--- config.mk ---
export PLATFORM = sky130hd
export DESIGN_NAME = cdf_flag_bank
export DESIGN_NICKNAME = d
export VERILOG_FILES = /design/src/pkg/cdf_pkg.sv /design/src/verilog/cdf_flag_bank.sv
export SDC_FILE = /design/constraint.sdc
export NUM_CORES = 1
export LEC_CHECK = 0
export BUFFER_PORTS_ARGS = -buffer_cell sky130_fd_sc_hd__buf_4
export CAP_MARGIN = 30
export CORE_UTILIZATION = 40
export CTS_BUF_LIST = sky130_fd_sc_hd__clkbuf_16
export CTS_CLUSTER_DIAMETER = 100
export DETAILED_ROUTE_END_ITERATION = 6
export PLACE_DENSITY = 0.7
export SYNTH_ARGS = -nofsm -noshare
export SYNTH_HDL_FRONTEND = slang
export SYNTH_SLANG_ARGS = --single-unit
--- constraint.sdc ---
create_clock -name hclk -period 4.1 [get_ports hclk]
set_input_delay 0 -clock hclk [delete_from_list [all_inputs] [get_ports hclk]]
set_output_delay 0 -clock hclk [all_outputs]
set_load 0.05 [all_outputs]
--- src/pkg/cdf_pkg.sv ---
/*
  Package for the CAN diagnostic flag bank: register offsets, field positions,
  reset values and the carrier structs shared with the bench.
  Assumes a single AHB-Lite master and 32-bit word transfers.
*/
package cdf_pkg;

  localparam logic [7:0] CDF_OFS_STATE = 8'h00;
  localparam logic [7:0] CDF_OFS_FLAGS = 8'h04;
  localparam logic [7:0] CDF_OFS_CTRL = 8'h08;
  localparam logic [7:0] CDF_OFS_IRQ_STAT = 8'h0c;
  localparam logic [7:0] CDF_OFS_IRQ_EN = 8'h10;
  localparam logic [7:0] CDF_OFS_IRQ_CLR = 8'h14;
  localparam int CDF_ADDR_W = 8;

  localparam int CDF_NFLAG = 10;

  // Flag positions follow the packing of cdf_cause_t, whose last member is bit 0.
  localparam int CDF_F_OTEMP = 0;
  localparam int CDF_F_RXD_LOW = 1;
  localparam int CDF_F_RXD_HIGH = 2;
  localparam int CDF_F_TXD_DOM = 3;
  localparam int CDF_F_BUS_CLAMP = 4;
  localparam int CDF_F_OCUR = 5;
  localparam int CDF_F_UNCONF = 6;
  localparam int CDF_F_CONF = 7;
  localparam int CDF_F_CANL_BAT = 8;
  localparam int CDF_F_WAKE = 9;

  localparam int CDF_S_DRV = 0;
  localparam int CDF_S_RCV = 1;
  localparam int CDF_S_WAKE_RCV = 2;

  localparam int CDF_C_DRV_EN = 0;
  localparam int CDF_C_RCV_EN = 1;
  localparam int CDF_C_WAKE_RCV_EN = 2;
  localparam int CDF_C_DRV_REARM = 3;

  localparam logic [3:0] CDF_CTRL_RESET = 4'h7;

  typedef struct packed {
    logic wake;
    logic canl_bat;
    logic conf;
    logic unconf;
    logic ocur;
    logic bus_clamp;
    logic txd_dom;
    logic rxd_high;
    logic rxd_low;
    logic otemp;
  } cdf_cause_t;

  typedef struct packed {
    logic wake_rcv_en;
    logic rcv_en;
    logic drv_en;
  } cdf_state_t;

endpackage : cdf_pkg

--- src/verilog/cdf_flag_bank.sv ---
/*
  CAN diagnostic flag bank with AHB-Lite slave, real-time state bits, latched
  fault flags and an interrupt.
  Assumes the cause inputs come from synchronous detector logic on hclk, one
  AHB-Lite master, word transfers only.
*/
// The address map and register access over AHB-Lite were left to the implementer.
// Operation
// RULE_01 - Driver-state bit follows transmitter enable live: 1 enabled, 0 disabled.
// RULE_02 - Transmitter disabled by host control bit or automatically on TXD-dominant fault.
// RULE_03 - Reading flags never alters the driver, receiver or wake-receiver state bits.
// RULE_04 - Receiver-state bit shows 1 while receiver enabled, 0 while disabled.
// RULE_05 - Receiver is disabled only by the host control bit.
// RULE_06 - Wake-receiver state bit shows its host-controlled enable.
// RULE_07 - Wake receiver is enabled after reset until the host disables it.
// RULE_08 - Wake flag sets on bus wake-up and clears on host read.
// RULE_09 - Over-temperature flag clears only once below threshold and read.
// RULE_10 - RXD-low flag sets on short to ground; clears after recovery and read.
// RULE_11 - RXD-high flag sets on recessive stuck; clears after recovery and read.
// RULE_12 - TXD-dominant flag sets on TXD held low; clears after recovery and read.
// RULE_13 - Bus-clamp flag sets on dominant timeout; clears after recovery and read.
// RULE_14 - Over-current flag clears only once current below threshold and read.
// RULE_15 - Unconfirmed bus-failure flag sets at pre-detection; clears after recovery, read.
// RULE_16 - Confirmed bus-failure flag sets on full detection; clears after recovery, read.
// RULE_17 - CANL-to-battery flag sets on short; clears after recovery and read.
// RULE_18 - A read while the fault persists leaves the flag set; a later read clears.
module cdf_flag_bank
  import cdf_pkg::*;
(
  input wire logic hclk,
  input wire logic hresetn,
  input wire logic hsel,
  input wire logic [31:0] haddr,
  input wire logic [1:0] htrans,
  input wire logic hwrite,
  input wire logic [2:0] hsize,
  input wire logic [31:0] hwdata,
  input wire logic hready,
  output logic [31:0] hrdata,
  output logic hreadyout,
  output logic hresp,
  input wire cdf_cause_t cause,
  output cdf_state_t can_state,
  output logic irq
);

  // Address phase capture.
  logic wr_pend_reg;
  logic rd_pend_reg;
  logic [CDF_ADDR_W-1:0] addr_reg;
  logic [31:0] hrdata_reg;

  wire addr_valid = hsel && hready && htrans[1];
  wire addr_ok = (haddr[1:0] == 2'h0) && (hsize == 3'h2);
  wire [CDF_ADDR_W-1:0] a_now = haddr[CDF_ADDR_W-1:0];

  // Control and flag state.
  logic [3:0] ctrl_reg;
  logic [3:0] ctrl_next;
  logic drv_fault_reg;
  logic [CDF_NFLAG-1:0] flag_reg;
  logic [CDF_NFLAG-1:0] flag_next;
  logic [CDF_NFLAG-1:0] irq_stat_reg;
  logic [CDF_NFLAG-1:0] irq_en_reg;
  cdf_state_t state_reg;

  function automatic logic hit(input logic [CDF_ADDR_W-1:0] a, input logic [7:0] ofs);
    hit = (a == ofs);
  endfunction : hit

  wire [CDF_NFLAG-1:0] cause_vec = cause;
  wire wr_now = wr_pend_reg;
  // Flag read is the address phase of a read of the flag word.
  wire flag_read = addr_valid && !hwrite && addr_ok && hit(a_now, CDF_OFS_FLAGS);
  wire wr_ctrl = wr_now && hit(addr_reg, CDF_OFS_CTRL);
  wire wr_en = wr_now && hit(addr_reg, CDF_OFS_IRQ_EN);
  wire wr_clr = wr_now && hit(addr_reg, CDF_OFS_IRQ_CLR);
  wire [CDF_NFLAG-1:0] clr_vec = wr_clr ? hwdata[CDF_NFLAG-1:0] : '0;

  // Wake flag has no persistent cause; all others need recovery before a read clears them.
  wire [CDF_NFLAG-1:0] persist_mask = ~(CDF_NFLAG'(1) << CDF_F_WAKE);

  genvar gi;
  generate
    for (gi = 0; gi < CDF_NFLAG; gi++)
    begin : g_flag
      // The set term is tested first so an event in the read cycle is never lost.
      assign flag_next[gi] = cause_vec[gi] ? 1'b1 :
        (flag_read && !(persist_mask[gi] && cause_vec[gi])) ? 1'b0 : flag_reg[gi]; // RULE_08 RULE_09 RULE_10 RULE_11 RULE_12 RULE_13 RULE_14 RULE_15 RULE_16 RULE_17 RULE_18
    end
  endgenerate

  assign ctrl_next = wr_ctrl ? hwdata[3:0] : ctrl_reg;

  // Automatic driver shutdown holds until the host rearms it after TXD recovers.
  wire drv_fault_next = cause.txd_dom ? 1'b1 :
    (wr_ctrl && hwdata[CDF_C_DRV_REARM]) ? 1'b0 : drv_fault_reg; // RULE_02

  cdf_state_t state_next;
  assign state_next.drv_en = ctrl_reg[CDF_C_DRV_EN] && !drv_fault_reg; // RULE_01 RULE_02
  assign state_next.rcv_en = ctrl_reg[CDF_C_RCV_EN]; // RULE_04 RULE_05
  assign state_next.wake_rcv_en = ctrl_reg[CDF_C_WAKE_RCV_EN]; // RULE_06 RULE_07

  wire [CDF_NFLAG-1:0] irq_stat_next = cause_vec | (irq_stat_reg & ~clr_vec);

  wire [31:0] rd_mux =
    hit(addr_reg, CDF_OFS_STATE) ? {29'h0, state_reg} : // RULE_03
    hit(addr_reg, CDF_OFS_FLAGS) ? {22'h0, flag_reg} :
    hit(addr_reg, CDF_OFS_CTRL) ? {28'h0, ctrl_reg[3] & 1'b0, ctrl_reg[2:0]} :
    hit(addr_reg, CDF_OFS_IRQ_STAT) ? {22'h0, irq_stat_reg} :
    hit(addr_reg, CDF_OFS_IRQ_EN) ? {22'h0, irq_en_reg} : 32'h0;

  // Read data is formed from the address phase so the answer has no wait state.
  function automatic logic [31:0] rd_mux_addr(input logic [CDF_ADDR_W-1:0] a);
    rd_mux_addr =
      hit(a, CDF_OFS_STATE) ? {29'h0, state_reg} :
      hit(a, CDF_OFS_FLAGS) ? {22'h0, flag_reg} :
      hit(a, CDF_OFS_CTRL) ? {29'h0, ctrl_reg[2:0]} :
      hit(a, CDF_OFS_IRQ_STAT) ? {22'h0, irq_stat_reg} :
      hit(a, CDF_OFS_IRQ_EN) ? {22'h0, irq_en_reg} : 32'h0;
  endfunction : rd_mux_addr

  always_ff @(posedge hclk or negedge hresetn)
  begin
    if (!hresetn)
    begin
      wr_pend_reg <= 1'b0;
      rd_pend_reg <= 1'b0;
      addr_reg <= '0;
      hrdata_reg <= 32'h0;
    end
    else
    begin
      wr_pend_reg <= addr_valid && hwrite && addr_ok;
      rd_pend_reg <= addr_valid && !hwrite;
      addr_reg <= addr_valid ? a_now : addr_reg;
      hrdata_reg <= (addr_valid && !hwrite && addr_ok) ? rd_mux_addr(a_now) : 32'h0;
    end
  end

  always_ff @(posedge hclk or negedge hresetn)
  begin
    if (!hresetn)
    begin
      ctrl_reg <= CDF_CTRL_RESET; // RULE_07
      drv_fault_reg <= 1'b0;
      flag_reg <= '0;
      irq_stat_reg <= '0;
      irq_en_reg <= '0;
      state_reg <= '0;
      irq <= 1'b0;
    end
    else
    begin
      ctrl_reg <= {1'b0, ctrl_next[2:0]};
      drv_fault_reg <= drv_fault_next;
      flag_reg <= flag_next;
      irq_stat_reg <= irq_stat_next;
      irq_en_reg <= wr_en ? hwdata[CDF_NFLAG-1:0] : irq_en_reg;
      state_reg <= state_next;
      irq <= |(irq_stat_next & irq_en_reg);
    end
  end

  assign hrdata = hrdata_reg;
  assign hreadyout = 1'b1;
  assign hresp = 1'b0;
  assign can_state = state_reg;

  wire unused_ok = rd_pend_reg ^ (|rd_mux);

endmodule : cdf_flag_bank
==> results.cfg, run 1 <==
[cells_and_area]
areaGrowthSynthToFinish_pct = 32.1
fin_nets = 404
multi_input_area_um2 = 1110
finalNonFillerCells = 399
regArea_um2 = 1430
n_antenna_cell = 0
fill_cells = 578
drive_above_1_share_pct = 31.1

[synth]
synth_cell_type_count = 44
ys_top_cells_by_area = dfrtp_1 (50%), mux2_2 (8.7%), buf_4 (6.6%), a21o_1 (3.9%), nand2_1 (3.9%)
ys_ff_latch = 57
yosys_warnings = 0
syn_inst = 236
synth_enable_flop_cells = 0
yosysSeqAreaShare_pct = 52.6
synth.cells.most_frequent = dfrtp_1 (54), nand2_1 (28), buf_4 (24), mux2_2 (21), a21o_1 (14)
ys_async_sr_fraction_pct = 100
yosys.area.top_type_share_pct = 49.7
yosysTopAreaCell = dfrtp_1
synth.most_common_cell = dfrtp_1
yosys_most_used_dff = dfrtp_1
syn-mean-instance-area_um2 = 11.5
synthesis.area_um2 = 2720

[clocking]
clock-sinks = 57
path_clk_slew_ps = 50
cts_tree = built
cts-root-buf = clkbuf_16
cts_max_path_buffers = 2
clkLatencyLatePin_ps = 320
cts_repair_resize_count = 0
htreeDepth = 3
cts_made_buffers = 9

[setup_path]
crit_chain = nor4b_1 > and3_1 > nand2_1 > a21o_1 > dlygate4sd3_1
cp.arrival_ps = 2690
required_ps = 4310
cp_top_family = simple AND/OR/NAND/NOR gates
worstSetupStartpointType = flip-flop
slowest_delay_ps = 690
path_max_fanout = 17
path_buf_inv = 1
cp-end-kind = flip-flop
cpMaxStageDelayCell = and3_1
critical_path_class = reg -> reg

[placement]
gp_congestion = 0.777
pre_cts_ws_ps = 1760
port_buffers = 50
place_hpwl_mm = 3.86
place_inst = 356

[die]
die-area_um2 = 7120
initial_utilization_pct = 42.1
pin_count = 122
rows = 29
die_h_um = 84.4
core_area_um2 = 6460
die_width_um = 84.4

[drt]
drc = 10
drt-initial-drc-count = 133
viasPerCell = 5.16
avgRoutedWirePerCell_um = 15.0
final_antenna_net_count = 0
totalWireLength_mm = 6.00
num_vias = 2058
drt_pass1_iterations = 7

[timing]
finalMaxSlewViolations = 0
clock.fmax_ghz = 0.402
slew_headroom_pct = 42.0
fin_crit_ps = 2490
hold_violations = 0
worst_pin_slew_ps = 862
clock_skew_ps = 6.44
post-route-period-util_pct = 60.6
fin_ws_ps = 1610
rsz0062_at_grt = false
finalSetupTns_ps = 0
finalSetupViolCount = 0

[power]
p_leak_nw = 1.64
irDropWorstVdd_mv = 0.234
powerDensity_nw_per_um2 = 378

[global_route]
grt_pass1_wl_mm = 9.98
grt_start_max_net_pins = 58
grt_use_total_pct = 18.6
antenna_found_initial = 0
grt_pass1_vias = 2023
gr-total-overflow = 0

[min_path]
min_path_type = in -> reg

[outcome]
failed_checks = DRC
outcome = finished with violations

[job]
drv_cap = 0
## layout make-up
cell class / instances / share of cell area [%]
Sequential cell: 57 / 39.9
Multi-Input combinational cell: 163 / 30.9
Timing Repair Buffer: 81 / 19.0
Clock buffer: 9 / 6.28
Tap cell: 77 / 2.68
Inverter: 8 / 0.837
Clock inverter: 4 / 0.418
## worst reg2reg max path: cells and delay by family, from the launching register on
kind / cells / cell delay (ps)
and+or+nand+nor: 3 / 1260
buffers and inverters: 1 / 540
AOI/OAI and AO/OA: 1 / 190
DFF: 1 / 370
## per-layer routing
layer,vias up,wire (um),track usage [%]
met4,0,97,10.2
met3,10,417,5.31
li1,966,-,-
met1,1007,2610,24.3
met2,75,2870,28.1
met5,-,0,0
## metrics by stage
stage | instance area (um2) | hold slack, ps | util (%) | total power, W
floorplan | 2800 | -296 | - | 0.000697
global placement | 3050 | 98.7 | 47.2 | 0.000729
detailed placement | 3050 | 101 | 47.2 | 0.000732
CTS | 3590 | 2.10 | 55.6 | 0.00137
global route | 3590 | 13.6 | 55.6 | 0.00140
finish | 3590 | 8.79 | 55.6 | 0.00136
## report_power, final
| group | leakage [nW] | internal, W | total [W] | switching (W) |
|---|---|---|---|---|
| sequential | 0.659 | 0.000580 | 0.000591 | 0.0000112 |
| combinational | 0.856 | 0.0000601 | 0.000154 | 0.0000940 |
| clock | 0.121 | 0.000387 | 0.000610 | 0.000223 |
| total | 1.64 | 0.00103 | 0.00136 | 0.000329 |
## path summary, 6_finish.rpt
kind	startpoint	endpoint	slack [ps]	cells past startpoint
setup / recovery	addr_reg[5]	irq_stat_reg[3]	1610	5
hold / removal	haddr[3]	addr_reg[3]	9	2
setup reg to reg	addr_reg[5]	irq_stat_reg[3]	1610	5
hold reg to reg	ctrl_reg[2]	can_state[2]	400	0
max in group asynchronous	hresetn	irq_stat_reg[1]	3330	2
min in group asynchronous	hresetn	hrdata[1]	280	2
## cells by family (layout without fill, tap and decap cells)
family / after synthesis / count (layout) / synth area share (%)
simple gates: 66 / 66 / 14.6
flops: 57 / 57 / 52.6
compound gates: 51 / 51 / 13.5
buf+inv: 38 / 102 / 9.81
mux: 22 / 22 / 9.07
other cells: 2 / 24 / 0.276
## placed cells by master, fill, tap and decap left out, types with 3 or more instances in the layout
master / n
clkbuf_16: 9
conb_1: 24
dfrtp_1: 54
a31oi_1: 8
mux2_2: 21
a222oi_1: 7
dlygate4sd3_1: 30
nor2_1: 10
a21oi_1: 3
a21o_1: 14
dfstp_2: 3
o21ai_0: 11
inv_1: 9
buf_4: 51
or2_2: 3
clkinv_1: 3
nand2_1: 28
## what timing repair did
item | in CTS | in global routing
endpoints found under the hold margin | 95 | 0
setup buffers | 0 | 0
hold buffers | 30 | 0
(Power assumes the default switching activity.)
==> run 2: changes to the inputs <==
==> constraint.sdc (replaced) <==
create_clock -name hclk -period 2.54 [get_ports hclk]
set_input_delay 0 -clock hclk [delete_from_list [all_inputs] [get_ports hclk]]
set_output_delay 0 -clock hclk [all_outputs]
set_load 0.05 [all_outputs]
==> run 2 against run 1 <==
  * The run still ends with DRC left
  * Critical path depth increased by 2
  * Power increased by 64%
  * Final area increased by 1.8%
  * Clock skew decreased by 0.80 ps
  * Combinational power increased by 61%
  * Die area unchanged
  * Largest cell class unchanged
  * Utilization increased by 1.0 points
  * Hold slack improved by 5.4 ps
  * Sequential power increased by 61%
  * Count of clock-buffer cells in the layout unchanged
  * Register-to-register slack got worse by 1500 ps
  * Global-route usage decreased by 0.54 points
==> results.cfg, run 2 (synthesis results as in run 1) <==
[power]
p_comb_share_pct = 11.2
pwr-share-clk_pct = 45.9
p_leak_nw = 1.69
switchingPower_w = 0.000551
p_sw_share_pct = 24.8
irDropWorstVdd_mv = 0.417
powerDensity_nw_per_um2 = 608
internal_power_w = 0.00167
p_seq_share_pct = 42.9

[placement]
pre_cts_ws_ps = 489
port_buffers = 50
place_hpwl_mm = 4.10
gp_congestion = 0.772

[job]
drv_cap = 0

[drt]
totalWireLength_mm = 6.00
drt_pass1_iterations = 7
final_antenna_net_count = 0
drt-initial-drc-count = 173
viasPerCell = 5.12
drc = 8
avgRoutedWirePerCell_um = 14.7
num_vias = 2090

[clocking]
cts_tree = built
cts-root-buf = clkbuf_16
htreeDepth = 3
cts_made_buffers = 9
cts_repair_resize_count = 0
clock-sinks = 57
path_clk_slew_ps = 50
cts_max_path_buffers = 2
cts_setup_buffers = 0
holdBufCountCts = 30
clkLatencyLatePin_ps = 320

[die]
core_area_um2 = 6460
die-area_um2 = 7120
die_width_um = 84.4
initial_utilization_pct = 42.1
pin_count = 122
rows = 29
die_h_um = 84.4

[timing]
finalSetupViolCount = 0
slew_headroom_pct = 52.6
fin_crit_ps = 2420
fin_ws_ps = 116
hold_violations = 0
clock_skew_ps = 5.64
rsz0062_at_grt = false
post-route-period-util_pct = 95.4
clock.fmax_ghz = 0.413
finalMaxSlewViolations = 0
worst_pin_slew_ps = 712
finalSetupTns_ps = 0

[min_path]
min_path_type = in -> reg

[global_route]
grt_pass1_wl_mm = 9.85
antenna_found_initial = 0
grt_use_total_pct = 18.1
grt_pass1_vias = 2056
grt_start_max_net_pins = 58
gr-total-overflow = 0

[cells_and_area]
regArea_um2 = 1430
drive_above_1_share_pct = 33.5
multi_input_area_um2 = 1110
fill_cells = 544
fin_nets = 411
n_antenna_cell = 0
layout_common_cells = buf_4 (58), dfrtp_1 (54), dlygate4sd3_1 (30)
mostFrequentLayoutCell = buf_4
areaGrowthSynthToFinish_pct = 34.5

[setup_path]
cpMostUsedCell = nand2_1
cp-end-kind = flip-flop
slowest_delay_ps = 550
worstSetupStartpointType = flip-flop
required_ps = 2740
cp.arrival_ps = 2620
r2r_slack_ps = 120
critical_path_class = reg -> reg
cpMaxStageDelayCell = dlygate4sd3_1
path_max_fanout = 4
crit_chain = nor4b_1 > nand2_1 > nor4b_2 > buf_4 > nand2_1 > a21o_1 > dlygate4sd3_1

[outcome]
outcome = finished with violations
failed_checks = DRC
[run 2: changes by cell type in the layout (fill, tap and decap cells not counted)]
cell	change
clkinv_1	-2
clkinv_2	+4
buf_4	+7
[run 2: path summary, 6_finish.rpt]
kind                        startpoint            end  depth (start not counted)
setup reg to reg           addr_reg[5]  drv_fault_reg                          7
max in group asynchronous      hresetn    flag_reg[6]                          2
hold / removal                haddr[3]    addr_reg[3]                          2
min in group asynchronous      hresetn      hrdata[1]                          2
setup / recovery           addr_reg[5]  drv_fault_reg                          7
hold reg to reg            ctrl_reg[2]   can_state[2]                          0
[run 2: layer usage]
layer | GRT usage (%) | up-vias | share of wire [%]
met5 | 0 | - | 0
met4 | 7.86 | 0 | 2.0
met3 | 3.83 | 13 | 5.5
met2 | 28.8 | 80 | 48
met1 | 24.0 | 1014 | 44
li1 | - | 983 | -
[run 2: cell type report]
cell class	count	share of cell area, %
timing repair buffer	88	20.1
clock inverter	6	0.753
tap	77	2.64
clock buffer	9	6.16
sequential	57	39.1
multi-input combinational	163	30.3
inverter	8	0.822
[run 2: worst max-delay path: cells and delay by family, from the launching register on]
kind	cells	cell delay, ps
flip-flops	1	370
AO/OA/AOI/OAI	1	160
buffers and inverters	2	750
AND/OR/NAND/NOR	4	1030
[run 2: power groups by stage]
stage               combinational (W)  clock (W)  sequential [W]
floorplan                    0.000162          0        0.000963
global placement             0.000212          0        0.000966
detailed placement           0.000215          0        0.000968
CTS                          0.000250    0.00103        0.000953
global route                 0.000268    0.00107        0.000956
finish                       0.000248    0.00102        0.000953
[run 2: per-stage QoR]
step                std cells  instance area, um2  hold slack, ps  utilization, %  total power, W
floorplan                 258                2800            -296               -         0.00113
global placement          363                3100            98.1            48.0         0.00118
detailed placement        363                3100             105            48.0         0.00118
CTS                       408                3650            11.1            56.6         0.00223
global route              408                3650            20.4            56.6         0.00229
finish                    408                3650            14.2            56.6         0.00222
==> run 3: changes to the inputs <==
--- a/config.mk
+++ b/config.mk
@@ -11,6 +11,7 @@
 export CTS_BUF_LIST = sky130_fd_sc_hd__clkbuf_16
 export CTS_CLUSTER_DIAMETER = 100
 export DETAILED_ROUTE_END_ITERATION = 6
+export HOLD_SLACK_MARGIN = 0.05
 export PLACE_DENSITY = 0.7
 export SYNTH_ARGS = -nofsm -noshare
 export SYNTH_HDL_FRONTEND = slang
==> run 3 against run 2 <==
  * The run still ends with DRC left
  * Power rose by 0.16%
  * Utilization rose by 0.47 points
  * Count of clock-buffer cells in the layout did not move
  * Largest cell class unchanged
  * Register-to-register slack barely moved
  * Sequential power barely moved
==> results.cfg, run 3 (synthesis results as in run 1) <==
[setup_path]
required_ps = 2740
worstSetupStartpointType = flip-flop
r2r-end = drv_fault_reg
cp-end-kind = flip-flop
path_max_fanout = 4
cp.arrival_ps = 2620
r2r_slack_ps = 110
critical_path_class = reg -> reg
ff2ff_path_depth = 7
crit-reg2reg-launch = addr_reg[5]

[die]
initial_utilization_pct = 42.1
die_h_um = 84.4
die-area_um2 = 7120
pin_count = 122
die_width_um = 84.4
rows = 29
core_area_um2 = 6460

[drt]
drt-initial-drc-count = 150
avgRoutedWirePerCell_um = 14.6
drc = 10
final_antenna_net_count = 0
num_vias = 2112
totalWireLength_mm = 6.00
drt_pass1_iterations = 7
viasPerCell = 5.14

[power]
irDropWorstVdd_mv = 0.417
fin_total_pwr_w = 0.00222
powerDensity_nw_per_um2 = 604
p_comb_share_pct = 11.3
switchingPower_w = 0.000551
p_leak_nw = 1.70
internal_power_w = 0.00167
pwr-share-clk_pct = 45.8
p_sw_share_pct = 24.8
p_seq_share_pct = 42.9

[cells_and_area]
drive_above_1_share_pct = 33.2
fin_nets = 414
n_antenna_cell = 0
utilization_pct = 57.0
areaGrowthSynthToFinish_pct = 35.6
mostFrequentLayoutCell = buf_4
fill_cells = 541
layout_common_cells = buf_4 (58), dfrtp_1 (54), dlygate4sd3_1 (33)

[min_path]
hold_start = hready
min_path_type = in -> reg
hold_path_depth = 3
hold-path-endpoint = addr_reg[6]

[job]
drv_cap = 0

[clocking]
cts_max_path_buffers = 2
cts_repair_resize_count = 0
cts_made_buffers = 9
cts_tree = built
cts-root-buf = clkbuf_16
htreeDepth = 3
path_clk_slew_ps = 50
clock-sinks = 57
clkLatencyLatePin_ps = 320

[timing]
fin_crit_ps = 2430
post-route-period-util_pct = 95.5
rsz0062_at_grt = false
hold_violations = 0
clock.fmax_ghz = 0.412
slew_headroom_pct = 52.8
clock_skew_ps = 6.82
finalMaxSlewViolations = 0
worst_pin_slew_ps = 709
finalSetupTns_ps = 0
finalSetupViolCount = 0

[global_route]
gr-total-overflow = 0
grt_pass1_wl_mm = 9.88
grt_use_total_pct = 18.1
grt_pass1_vias = 2077
antenna_found_initial = 0
grt_start_max_net_pins = 58

[placement]
place_hpwl_mm = 4.10
port_buffers = 50
gp_congestion = 0.772

[outcome]
outcome = finished with violations
failed_checks = DRC
-- run 3: how the worst max path moves through the flow --
stage / end / cells past startpoint / from / slack [ps]
after global placement: irq_en_reg[1] / 5 / addr_reg[5] / 480
after floorplan: irq_en_reg[0] / 5 / addr_reg[5] / 700
after global routing: drv_fault_reg / 7 / addr_reg[5] / 40
after CTS: drv_fault_reg / 7 / addr_reg[5] / 90
after detailed placement: irq_en_reg[5] / 5 / addr_reg[5] / 490
final: drv_fault_reg / 7 / addr_reg[5] / 110
-- run 3: critical path: stages (launching register included) --
cell and delay, ps:
dfrtp_1 370, nor4b_1 500, nand2_1 190, nor4b_2 280, buf_4 200, nand2_1 60, a21o_1 160, dlygate4sd3_1 550
-- run 3: repair_timing --
item | CTS | global route
hold buffers | 33 | 0
setup buffers | 0 | 0
endpoints found under the hold margin | 101 | 0
-- run 3: power by group through the flow --
stage                     clock [W]  sequential [W]  combinational (W)
final                       0.00102        0.000953           0.000252
after detailed placement          0        0.000968           0.000215
after CTS                   0.00103        0.000953           0.000254
after global routing        0.00107        0.000956           0.000271
after global placement            0        0.000966           0.000212
after floorplan                   0        0.000963           0.000162
-- run 3: cell type report --
cell class	count	area, um2	area share (%)
Sequential cell	57	1430	38.8
Multi-Input combinational cell	163	1110	30.1
Timing Repair Buffer	91	766	20.8
Clock buffer	9	225	6.11
Tap cell	77	96.3	2.62
Inverter	8	30.0	0.815
Clock inverter	6	27.5	0.747
-- run 3: routing by layer --
layer / track usage, % / vias to the layer above / share of wire [%]
met5: 0 / - / 0
met4: 7.86 / 0 / 2.0
met3: 3.83 / 13 / 5.0
met2: 29.1 / 76 / 48
met1: 23.9 / 1034 / 45
li1: - / 989 / -
-- run 3: through the flow --
stage                     cells  worst slack (ps)  cell area (um2)  hold WS [ps]
final                       411               114             3680           182
after global routing        411              38.2             3680           200
after CTS                   411              91.8             3680           177
after detailed placement    363               489             3100           105
after global placement      363               483             3100          98.1
after floorplan             258               700             2800          -296
